==> src/common/pmm_defs.vh <==
// constants for the phy/mac management handshake block
// assumes inclusion by bare name from design files
`ifndef PMM_DEFS_VH
`define PMM_DEFS_VH

// -----------------------------------------------------------------------------
// register word addresses (word index as driven on avs_address)
// -----------------------------------------------------------------------------
`define PMM_ADDR_W 4
`define PMM_OFS_CMD 4'h0
`define PMM_OFS_STATUS 4'h1
`define PMM_OFS_MIB 4'h2
`define PMM_OFS_SCAN 4'h3
`define PMM_OFS_TIMER 4'h4
`define PMM_OFS_REPORT 4'h5
`define PMM_OFS_REPORT2 4'h6

// -----------------------------------------------------------------------------
// command register bits (write one to issue request)
// -----------------------------------------------------------------------------
`define PMM_CMD_PHY_RST 0
`define PMM_CMD_RT_EN 1
`define PMM_CMD_RT_DIS 2
`define PMM_CMD_MAC_RST 3
`define PMM_CMD_SCAN 4

// -----------------------------------------------------------------------------
// status register bits (sticky confirms, write one to clear; PMM_ST_RT_ON is a live copy)
// -----------------------------------------------------------------------------
`define PMM_ST_PHY_CONF 0
`define PMM_ST_PHY_OUT 1
`define PMM_ST_RT_EN_CONF 2
`define PMM_ST_RT_DIS_CONF 3
`define PMM_ST_MAC_CONF 4
`define PMM_ST_MAC_OUT 5
`define PMM_ST_SCAN_CONF 6
`define PMM_ST_SCAN_OUT 7
`define PMM_ST_HDR 8
`define PMM_ST_RT_ON 9
`define PMM_ST_W 10

// -----------------------------------------------------------------------------
// encodings and reset values
// -----------------------------------------------------------------------------
`define PMM_OUT_SUCCESS 1'b0
`define PMM_OUT_FAILED 1'b1
`define PMM_ADDR_PRIVATE 1'b0
`define PMM_ADDR_GENERATED 1'b1
`define PMM_SCAN_DISABLED 2'h0
`define PMM_SCAN_ONLY 2'h1
`define PMM_SCAN_EXCEPT_BP 2'h2
`define PMM_SCAN_WHEN_IDLE 2'h3
`define PMM_SEC_MAX 2'h2
`define PMM_RST_CYCLES 4'h8

`endif

==> src/verilog/pmm_mgmt_ctrl.v <==
// management request/confirm block for a wireless phy/mac pair
// assumes an avalon-mm master on clk; datapath strobes synchronous to clk
//
// Overview of operation
// - phy reset clears tx, rx, sensing, ranging timer
// - phy reset ends with one outcome confirm
// - phy outcome is success or failed
// - enable request switches ranging timer on
// - while enabled capture timer, then confirm
// - timer attribute is 32-bit unsigned
// - disable request stops timer, then confirms
// - mac reset restores state machines, store defaults
// - mac reset discards all buffered frames
// - after mac reset no tx/rx until request
// - mac reset ends with success/failure confirm
// - store holds address kind and security mode
// - scan-only blocks all other tx/rx
// - except-beacon mode scans outside beacon period
// - idle mode scans only when unscheduled
// - scan state disabled at power-up, mac reset
// - report holds offset, link quality, strength
// - scan confirm once state entered or failed
// - header report only while scan not disabled
`timescale 1ns/1ps
`include "pmm_defs.vh"

module pmm_mgmt_ctrl #(
  parameter CHAN_W = 5,
  parameter RST_CYCLES = `PMM_RST_CYCLES
) (
  input wire clk,
  input wire srst,
  input wire [3:0] avs_address,
  input wire avs_read,
  input wire avs_write,
  input wire [31:0] avs_writedata,
  output reg [31:0] avs_readdata,
  output reg avs_waitrequest,
  input wire [31:0] range_timer_count,
  input wire beacon_period,
  input wire link_scheduled,
  input wire hdr_rx,
  input wire [15:0] hdr_beacon_start_offset,
  input wire [7:0] hdr_link_quality,
  input wire [7:0] hdr_signal_strength,
  output reg phy_tx_clear,
  output reg phy_rx_clear,
  output reg phy_sense_clear,
  output reg mac_buf_flush,
  output reg mac_txrx_enable,
  output reg scan_active,
  output reg [CHAN_W-1:0] channel_sel
);

  // ---------------------------------------------------------------------------
  // state
  // ---------------------------------------------------------------------------
  localparam ST_IDLE = 2'd0;
  localparam ST_PHY = 2'd1;
  localparam ST_MAC = 2'd2;
  localparam [3:0] CNT_LOAD = RST_CYCLES[3:0];

  reg [1:0] state_q;
  reg [3:0] cnt_q;
  wire [`PMM_ST_W-1:0] status_q;
  reg range_timer_on_q;
  reg [31:0] range_timer_value_q;
  reg device_addr_kind_q;
  reg [1:0] security_mode_sel_q;
  reg [1:0] scan_state_q;
  reg [1:0] scan_req_state_q;
  reg [CHAN_W-1:0] scan_chan_q;
  reg scan_pend_q;
  reg [15:0] beacon_start_offset_q;
  reg [7:0] link_quality_q;
  reg [7:0] signal_strength_q;
  reg ack_q;

  // ---------------------------------------------------------------------------
  // decoded requests and procedure events
  // ---------------------------------------------------------------------------
  // a write lands on the edge that completes the transfer
  wire wr = avs_write & ack_q;
  wire rd = avs_read & ~ack_q;
  wire [31:0] wd = avs_writedata;
  wire cmd_wr = wr && avs_address == `PMM_OFS_CMD;
  wire st_wr = wr && avs_address == `PMM_OFS_STATUS;
  wire mib_wr = wr && avs_address == `PMM_OFS_MIB;
  wire rt_en_cmd = cmd_wr && wd[`PMM_CMD_RT_EN];
  wire rt_dis_cmd = cmd_wr && wd[`PMM_CMD_RT_DIS] && !wd[`PMM_CMD_RT_EN];
  wire scan_cmd = cmd_wr && wd[`PMM_CMD_SCAN] && !scan_pend_q;
  wire mac_rst_cmd = cmd_wr && wd[`PMM_CMD_MAC_RST];
  wire seq_idle = state_q == ST_IDLE;
  wire phy_busy = state_q == ST_PHY;
  wire mac_busy = state_q == ST_MAC;
  wire seq_last = cnt_q == 4'h1;
  wire phy_done = phy_busy && seq_last;
  wire mac_done = mac_busy && seq_last;
  wire scan_apply = scan_pend_q && seq_idle;
  wire hdr_ok = hdr_rx && scan_state_q != `PMM_SCAN_DISABLED;
  reg [31:0] rdata_d;
  reg [`PMM_ST_W-1:0] st_set;
  reg [`PMM_ST_W-1:0] st_val;

  // ---------------------------------------------------------------------------
  // read data select
  // ---------------------------------------------------------------------------
  always @* begin
    case (avs_address)
      `PMM_OFS_STATUS: rdata_d = {{(32-`PMM_ST_W){1'b0}}, status_q};
      `PMM_OFS_MIB: rdata_d = {29'h0, security_mode_sel_q, device_addr_kind_q};
      `PMM_OFS_SCAN: rdata_d = {{(32-CHAN_W-2){1'b0}}, scan_chan_q, scan_state_q};
      `PMM_OFS_TIMER: rdata_d = range_timer_value_q;
      `PMM_OFS_REPORT: rdata_d = {16'h0000, beacon_start_offset_q};
      `PMM_OFS_REPORT2: rdata_d = {16'h0000, signal_strength_q, link_quality_q};
      default: rdata_d = 32'h0000_0000;
    endcase
  end

  // ---------------------------------------------------------------------------
  // bus slave: one wait cycle, answer on the second edge
  // ---------------------------------------------------------------------------
  always @(posedge clk) begin
    if (srst) begin
      ack_q <= 1'b0;
      avs_waitrequest <= 1'b1;
      avs_readdata <= 32'h0000_0000;
    end else begin
      ack_q <= (avs_read | avs_write) & ~ack_q;
      avs_waitrequest <= ~((avs_read | avs_write) & ~ack_q);
      if (rd) begin
        avs_readdata <= rdata_d;
      end
    end
  end

  // ---------------------------------------------------------------------------
  // confirm flag set events and values
  // ---------------------------------------------------------------------------
  always @* begin
    st_set = {`PMM_ST_W{1'b0}};
    st_val = {`PMM_ST_W{1'b0}};
    st_set[`PMM_ST_PHY_CONF] = phy_done;
    st_val[`PMM_ST_PHY_CONF] = 1'b1;
    st_set[`PMM_ST_PHY_OUT] = phy_done;
    st_val[`PMM_ST_PHY_OUT] = `PMM_OUT_SUCCESS;
    st_set[`PMM_ST_RT_EN_CONF] = rt_en_cmd;
    st_val[`PMM_ST_RT_EN_CONF] = 1'b1;
    st_set[`PMM_ST_RT_DIS_CONF] = rt_dis_cmd;
    st_val[`PMM_ST_RT_DIS_CONF] = 1'b1;
    st_set[`PMM_ST_MAC_CONF] = mac_done;
    st_val[`PMM_ST_MAC_CONF] = 1'b1;
    st_set[`PMM_ST_MAC_OUT] = mac_done;
    st_val[`PMM_ST_MAC_OUT] = `PMM_OUT_SUCCESS;
    st_set[`PMM_ST_SCAN_CONF] = scan_apply;
    st_val[`PMM_ST_SCAN_CONF] = 1'b1;
    st_set[`PMM_ST_SCAN_OUT] = scan_apply;
    st_val[`PMM_ST_SCAN_OUT] = `PMM_OUT_SUCCESS;
    st_set[`PMM_ST_HDR] = hdr_ok;
    st_val[`PMM_ST_HDR] = 1'b1;
    // live copy of the timer enable
    st_set[`PMM_ST_RT_ON] = 1'b1;
    st_val[`PMM_ST_RT_ON] = range_timer_on_q;
  end

  // ---------------------------------------------------------------------------
  // sticky flags: write one clears, hardware set wins
  // ---------------------------------------------------------------------------
  genvar gi;
  generate
    for (gi = 0; gi < `PMM_ST_W; gi = gi + 1) begin : g_flag
      reg flag_q;
      always @(posedge clk) begin
        if (srst) begin
          flag_q <= 1'b0;
        end else if (st_set[gi]) begin
          flag_q <= st_val[gi];
        end else if (st_wr && wd[gi]) begin
          flag_q <= 1'b0;
        end
      end
      assign status_q[gi] = flag_q;
    end
  endgenerate

  // ---------------------------------------------------------------------------
  // ranging timer enable and capture
  // ---------------------------------------------------------------------------
  always @(posedge clk) begin
    if (srst) begin
      range_timer_on_q <= 1'b0;
      range_timer_value_q <= 32'h0000_0000;
    end else if (phy_busy) begin
      range_timer_on_q <= 1'b0;
      range_timer_value_q <= 32'h0000_0000;
    end else begin
      if (rt_en_cmd) begin
        range_timer_on_q <= 1'b1;
      end else if (rt_dis_cmd) begin
        range_timer_on_q <= 1'b0;
      end
      if (range_timer_on_q) begin
        range_timer_value_q <= range_timer_count;
      end
    end
  end

  // ---------------------------------------------------------------------------
  // attribute store
  // ---------------------------------------------------------------------------
  always @(posedge clk) begin
    if (srst) begin
      device_addr_kind_q <= `PMM_ADDR_PRIVATE;
      security_mode_sel_q <= 2'h0;
    end else if (mac_busy) begin
      device_addr_kind_q <= `PMM_ADDR_PRIVATE;
      security_mode_sel_q <= 2'h0;
    end else if (mib_wr) begin
      device_addr_kind_q <= wd[0];
      // out-of-range security modes leave the old value
      if (wd[2:1] <= `PMM_SEC_MAX) begin
        security_mode_sel_q <= wd[2:1];
      end
    end
  end

  // ---------------------------------------------------------------------------
  // scan request, apply and channel
  // ---------------------------------------------------------------------------
  always @(posedge clk) begin
    if (srst) begin
      scan_state_q <= `PMM_SCAN_DISABLED;
      scan_req_state_q <= `PMM_SCAN_DISABLED;
      scan_chan_q <= {CHAN_W{1'b0}};
      scan_pend_q <= 1'b0;
      channel_sel <= {CHAN_W{1'b0}};
    end else begin
      if (scan_cmd) begin
        scan_req_state_q <= wd[9:8];
        scan_chan_q <= wd[CHAN_W+15:16];
        scan_pend_q <= 1'b1;
      end
      // held back while a reset procedure runs
      if (scan_apply) begin
        scan_state_q <= scan_req_state_q;
        channel_sel <= scan_chan_q;
        scan_pend_q <= 1'b0;
      end
      if (mac_busy) begin
        scan_state_q <= `PMM_SCAN_DISABLED;
        scan_pend_q <= 1'b0;
      end
    end
  end

  // ---------------------------------------------------------------------------
  // scan gating by mode
  // ---------------------------------------------------------------------------
  always @(posedge clk) begin
    if (srst) begin
      scan_active <= 1'b0;
    end else begin
      case (scan_state_q)
        `PMM_SCAN_ONLY: scan_active <= 1'b1;
        `PMM_SCAN_EXCEPT_BP: scan_active <= ~beacon_period;
        `PMM_SCAN_WHEN_IDLE: scan_active <= ~link_scheduled;
        default: scan_active <= 1'b0;
      endcase
    end
  end

  // ---------------------------------------------------------------------------
  // mac traffic permission
  // ---------------------------------------------------------------------------
  always @(posedge clk) begin
    if (srst) begin
      mac_txrx_enable <= 1'b0;
    end else if (mac_busy || mac_rst_cmd) begin
      mac_txrx_enable <= 1'b0;
    end else if (scan_state_q == `PMM_SCAN_ONLY) begin
      mac_txrx_enable <= 1'b0;
    end else if (wr && !st_wr && seq_idle) begin
      mac_txrx_enable <= 1'b1;
    end
  end

  // ---------------------------------------------------------------------------
  // header report capture
  // ---------------------------------------------------------------------------
  always @(posedge clk) begin
    if (srst) begin
      beacon_start_offset_q <= 16'h0000;
      link_quality_q <= 8'h00;
      signal_strength_q <= 8'h00;
    end else if (hdr_ok) begin
      beacon_start_offset_q <= hdr_beacon_start_offset;
      link_quality_q <= hdr_link_quality;
      signal_strength_q <= hdr_signal_strength;
    end
  end

  // ---------------------------------------------------------------------------
  // reset procedure sequencer
  // ---------------------------------------------------------------------------
  always @(posedge clk) begin
    if (srst) begin
      state_q <= ST_IDLE;
      cnt_q <= 4'h0;
      phy_tx_clear <= 1'b0;
      phy_rx_clear <= 1'b0;
      phy_sense_clear <= 1'b0;
      mac_buf_flush <= 1'b0;
    end else begin
      phy_tx_clear <= 1'b0;
      phy_rx_clear <= 1'b0;
      phy_sense_clear <= 1'b0;
      mac_buf_flush <= 1'b0;
      case (state_q)
        ST_IDLE: begin
          cnt_q <= CNT_LOAD;
          if (cmd_wr && wd[`PMM_CMD_PHY_RST]) begin
            state_q <= ST_PHY;
          end else if (mac_rst_cmd) begin
            state_q <= ST_MAC;
          end
        end
        ST_PHY: begin
          phy_tx_clear <= 1'b1;
          phy_rx_clear <= 1'b1;
          phy_sense_clear <= 1'b1;
          cnt_q <= cnt_q - 4'h1;
          if (seq_last) begin
            state_q <= ST_IDLE;
          end
        end
        ST_MAC: begin
          mac_buf_flush <= 1'b1;
          cnt_q <= cnt_q - 4'h1;
          if (seq_last) begin
            state_q <= ST_IDLE;
          end
        end
        default: begin
          state_q <= ST_IDLE;
        end
      endcase
    end
  end

endmodule
==> config.mk <==
export PLATFORM = sky130hd
export DESIGN_NAME = pmm_mgmt_ctrl
export DESIGN_NICKNAME = d
export VERILOG_FILES = /design/src/verilog/pmm_mgmt_ctrl.v
export VERILOG_INCLUDE_DIRS = /design/src /design/src/common
export SDC_FILE = /design/constraint.sdc
export NUM_CORES = 1
export LEC_CHECK = 0
export BUFFER_PORTS_ARGS = -buffer_cell sky130_fd_sc_hd__buf_4
export CAP_MARGIN = 5
export CORE_MARGIN = 3
export CORE_UTILIZATION = 55
export CTS_CLUSTER_SIZE = 10
export DETAILED_ROUTE_END_ITERATION = 10
export PLACE_DENSITY = 0.83
export RECOVER_POWER = 100
export SLEW_MARGIN = 10
export SYNTH_ARGS = -nofsm -noshare
export SYNTH_HDL_FRONTEND = slang
export SYNTH_SLANG_ARGS = --single-unit
export TNS_END_PERCENT = 10
==> constraint.sdc <==
create_clock -name clk -period 3.8 [get_ports clk]
set_input_delay 0.76 -clock clk [delete_from_list [all_inputs] [get_ports clk]]
set_output_delay 0.76 -clock clk [all_outputs]
set_load 0.005 [all_outputs]
After elaboration in Yosys (flattened, before gate mapping)
Cells that the tools add are included.
{"block": "classes", "addsub": 1, "order_cmp": 1, "n_eq_ne": 14, "muxes": 23, "bitwise": 8, "n_reduce_logical": 44}
{"operator": "one-hot mux 32 bit (6 select lines)", "count": 1}
{"operator": "logical AND 1 bit", "count": 22}
{"operator": "nonzero test 2 bit", "count": 9}
{"operator": "2-to-1 mux 1 bit", "count": 16}
{"operator": "== test 4 x 3 -> 1 bit (second input constant)", "count": 3}
{"operator": "== test 4 x 1 -> 1 bit (second input constant)", "count": 2}
{"operator": "== test 4 x 2 -> 1 bit (second input constant)", "count": 2}
{"operator": "one-hot mux 4 bit (2 select lines)", "count": 1}
{"operator": "== test 2 bit (second input constant)", "count": 3}
{"operator": "2-to-1 mux 2 bit", "count": 3}
{"operator": "OR reduction 2 bit", "count": 3}
{"operator": "OR reduction 3 bit", "count": 2}
{"operator": "== test 2 x 1 -> 1 bit (second input constant)", "count": 2}
{"operator": "logical NOT 4 bit", "count": 1}
{"operator": "inverter 1 bit", "count": 4}
{"operator": "one-hot mux 2 bit (2 select lines)", "count": 1}
{"operator": "AND reduction 2 bit", "count": 2}
{"operator": "subtractor 4 x 1 -> 4 bit (second input constant)", "count": 1}
{"operator": "AND 1 bit", "count": 3}
{"operator": "logical NOT 1 bit", "count": 3}
{"operator": "!= test 3 x 2 -> 1 bit (second input constant)", "count": 1}
{"operator": "one-hot mux 1 bit (3 select lines)", "count": 1}
{"operator": "<= comparator 2 bit (second input constant)", "count": 1}
{"operator": "logical NOT 2 bit", "count": 1}
{"operator": "3 further kinds", "count": 3}
{"block": "word_totals", "regBits": 134, "inputBits": 107}

Longest topological paths before layout
{"block": "depth", "word_depth": 6, "ltp_mapped": 7}

Worst setup path after synthesis
No wires, ideal clock.
{"block": "synth_timing", "path_kind": "input to register", "start": "input port avs_address[3]", "end": "register scan_chan_q[0]", "t_arrival_ps": 1743, "slack_ps": 1930, "cell_stages": 7, "cell_sequence": "buf_6 -> nor4bb_4 -> buf_6 -> nand4b_2 -> buf_6 -> mux2i_1 -> nor2_1"}
{"block": "synth_between", "elab_chain_len": 4}
{"element": "start: declaration", "line_no": "pmm_mgmt_ctrl.v:33", "source": "input wire [3:0] avs_address,"}
{"element": "logical NOT 4 bit (no line)"}
{"element": "logical AND 1 bit (no line)"}
{"element": "logical AND 1 bit (2 in a row)", "line_no": "pmm_mgmt_ctrl.v:91", "source": "wire scan_cmd = cmd_wr && wd[`PMM_CMD_SCAN] && !scan_pend_q;"}
{"element": "end signal: assignment", "line_no": "pmm_mgmt_ctrl.v:234", "source": "scan_chan_q <= {CHAN_W{1'b0}};"}
{"element": "end signal: assignment", "line_no": "pmm_mgmt_ctrl.v:240", "source": "scan_chan_q <= wd[CHAN_W+15:16];"}
{"element": "end: declaration", "line_no": "pmm_mgmt_ctrl.v:72", "source": "reg [CHAN_W-1:0] scan_chan_q;"}
Every way passes these cells.
A chain may end at the register's enable or synchronous reset.

==> run summary <==
N_diodes: 0
CP endpoint kind: register
CTS buffer count: 17
Core ar.: 9420 um^2
Syn nets: 720
Synth top area cells: dfxtp_1, mux2i_1, nand2_1
Peak supply drop: 0.283 mV
Final ANT Viol Nets: 0
Ys Warns: 0
Synthesized instance count: 607
Static leakage: 2.63 nW
Synth Flop Type: dfxtp_1
Clock Tree Root: clkbuf_8
Reg2reg path depth: 4
Setup Viol. Count Final: 0
CTS tree: done
Headroom to the max-slew limit: -17.6%
Yosys reg bits: 134
Switching power of the nets: 0.762 mW
Slowest cell on crit path: clkbuf_2
Setup WS pre-CTS: 1290 ps
Post-CTS Setup Repair Bufs: 0
GPL Wtd Cong: 0.893
Clock latency on the worst-skew pair: 520 ps
P per Cell Area: 456 nW/um^2
Register share of total power: 45.2%
# DRC: 0
Fmax: 370 MHz
CTS Sinks: 134
Drt first pass iters: 8
RSZ-0062 raised after global routing: false
CP peak stage delay: 1250 ps
Gate power share: 5.2%
Slew @ Worst Pin: 1760 ps
Hpwl dp: 9520 um
Post-CTS Hold Buffers: 0
Die Span Y: 105 um
Synth cell types: 52
# rows: 35
Outcome: finished with violations
Worst EP arrival: 3110 ps
Total of max-cap violations: 1
Cell depth of the worst setup path: 3
Max-slew violation count: 87
FF-to-FF setup slack: 1580 ps
Die Area: 11,100 um^2
Finished Cell Area: 6870 um^2
Vias per inst: 5.60
Clock skew: 10.2 ps
Clock network fraction of design power: 49.6%
Setup total negative slack: 0 ps
Gr usage total: 25.7%
WHS: 443 ps
CP max FO: 86
Critical path cell sequence: clkbuf_2 > nor2_1 > a22o_1
Final layout net count: 827
Crit start category: input port
Placed cell areas: 6340 um^2
Buf/Inv on CP: 1
Reg clk slew, reported paths: 60 ps
H-tree lvl count: 4
Total gr overflow: 0
Vias: 4,786
Worst Setup Path Type: in -> reg
Port bufs: 131
Vias in the first global route: 4,687
Int Power: 2.37 mW
Number of gates resized after cts: 0
Share of post-route cells with drive strength above 1: 24.1%
Final Total Pwr: 3.13 mW
Initial Utilization: 57.6%
Hold Path Class: in -> reg
Yosys top cell area share: 49.4%
Number of synthesized flops with an enable pin: 0
Cell area after synthesis: 5430 um^2
Die width: 105 um
Fin. Hold Viols: 0
Failing checks: capacitance limit, slew limit
Pin count of the biggest net entering global routing: 87
Ys async rst share: 0%
Detailed Route WL: 14,100 um
Area delta synth->final: 26.6%
Worst endpoint required time: 4210 ps
CP top delay family: buffers and inverters
Io pins: 151
Sw frac: 24.3%
Deepest clock path buffer count: 2
WL/cell: 16.5 um
Minimum clock period: 2700 ps
Initial antenna violation count: 0
Tcrit/Tclk final: 71.0%
Drt first-iter violations: 348
Sequential fraction of the synthesis area: 49.4%
First-pass GRT wire length: 23,100 um
Area leader, netlist: dfxtp_1
Worst setup margin: 1100 ps
Syn Area/Cell: 8.94 um^2
Worst hold path depth: 2
==> cell usage after synthesis, types with 3 or more instances <==
| cell | n |
|---|---|
| dfxtp_1 | 134 |
| nand2_1 | 107 |
| a21oi_1 | 68 |
| nor2_1 | 58 |
| mux2i_1 | 44 |
| nand3_1 | 30 |
| clkbuf_1 | 23 |
| inv_1 | 12 |
| o21ai_0 | 11 |
| a222oi_1 | 9 |
| nor2b_1 | 9 |
| a22o_1 | 7 |
| buf_2 | 7 |
| buf_6 | 7 |
| ha_1 | 6 |
| nor3_1 | 6 |
| o21ai_1 | 6 |
| buf_4 | 5 |
| a22oi_1 | 4 |
| mux2_2 | 4 |
| nand2b_1 | 4 |
| a221oi_1 | 3 |
| nand3b_1 | 3 |
==> sequential cells by signal (all words and copies together) (netlist names), 2 cells and up <==
register and flops:
scan_chan_q 5, state_q 2, scan_req_state_q 2, avs_readdata 32, range_timer_value_q 32, scan_state_q 2
channel_sel 5, security_mode_sel_q 2, g_flag.flag_q 7, signal_strength_q 8, beacon_start_offset_q 16, cnt_q 4
link_quality_q 8
==> cell type report <==
class	instances	area [um^2]
clock buffers	17	414
clock inverters	14	143
fillers	698	2540
inverters	12	45.0
multi-input cells	416	2450
flip-flops and latches	134	2680
well taps	129	161
repair buffers	133	973
==> cell usage in the layout, fill, tap and decap left out, types with 12 or more instances in the layout <==
| cell type | n |
|---|---|
| nor2_1 | 58 |
| mux2i_1 | 44 |
| buf_4 | 86 |
| clkbuf_16 | 16 |
| clkbuf_4 | 40 |
| nand3_1 | 30 |
| inv_1 | 12 |
| nand2_1 | 107 |
| o21ai_0 | 16 |
| dfxtp_1 | 133 |
| a21oi_1 | 68 |
==> power by group through the flow <==
stage / Combinational [mW] / Clock (mW) / Sequential (mW)
after floorplan: 0.0724 / 0 / 1.45
after global placement: 0.163 / 0 / 1.45
after detailed placement: 0.165 / 0 / 1.45
after CTS: 0.166 / 1.57 / 1.42
after global routing: 0.177 / 1.63 / 1.42
final: 0.164 / 1.55 / 1.42
==> final timing paths <==
| check | start | end |
|---|---|---|
| setup reg to reg | ack_q$_SDFF_PP0_ | scan_chan_q[0]$_SDFFE_PP0P_ |
| setup / recovery | srst | avs_readdata[5]$_SDFFE_PP0P_ |
| hold / removal | link_scheduled | scan_active$_SDFF_PP0_ |
| hold reg to reg | avs_readdata[20]$_SDFFE_PP0P_ | avs_readdata[20]$_SDFFE_PP0P_ |
==> metal layers <==
metal | up-vias | global-route usage (%) | share of wire, %
met5 | - | 0 | 0
li1 | 2310 | - | -
met2 | 189 | 41.8 | 49
met3 | 17 | 7.41 | 7.0
met1 | 2270 | 33.5 | 43
met4 | 0 | 6.94 | 1.3
==> logic make-up after synthesis <==
logic type / share of synthesized area (%)
simple gates: 20.6
flops: 49.4
compound gates: 14.2
buf+inv: 5.44
mux: 8.94
fa+ha+maj: 1.38
==> worst reg2reg max path, delay by kind of cell, from the launching register on <==
kind	cells	cell delay (ps)
flip-flops	1	400
multiplexers	1	340
AND/OR/NAND/NOR	3	1310
==> per-stage QoR <==
step,util [%],instances
2_1_floorplan,-,607
3_3_place_gp,67.4,824
3_5_place_dp,67.4,824
4_1_cts,73.3,855
5_1_grt,73.0,855
6_report,73.0,855
Power figures use the tool's default switching activity.
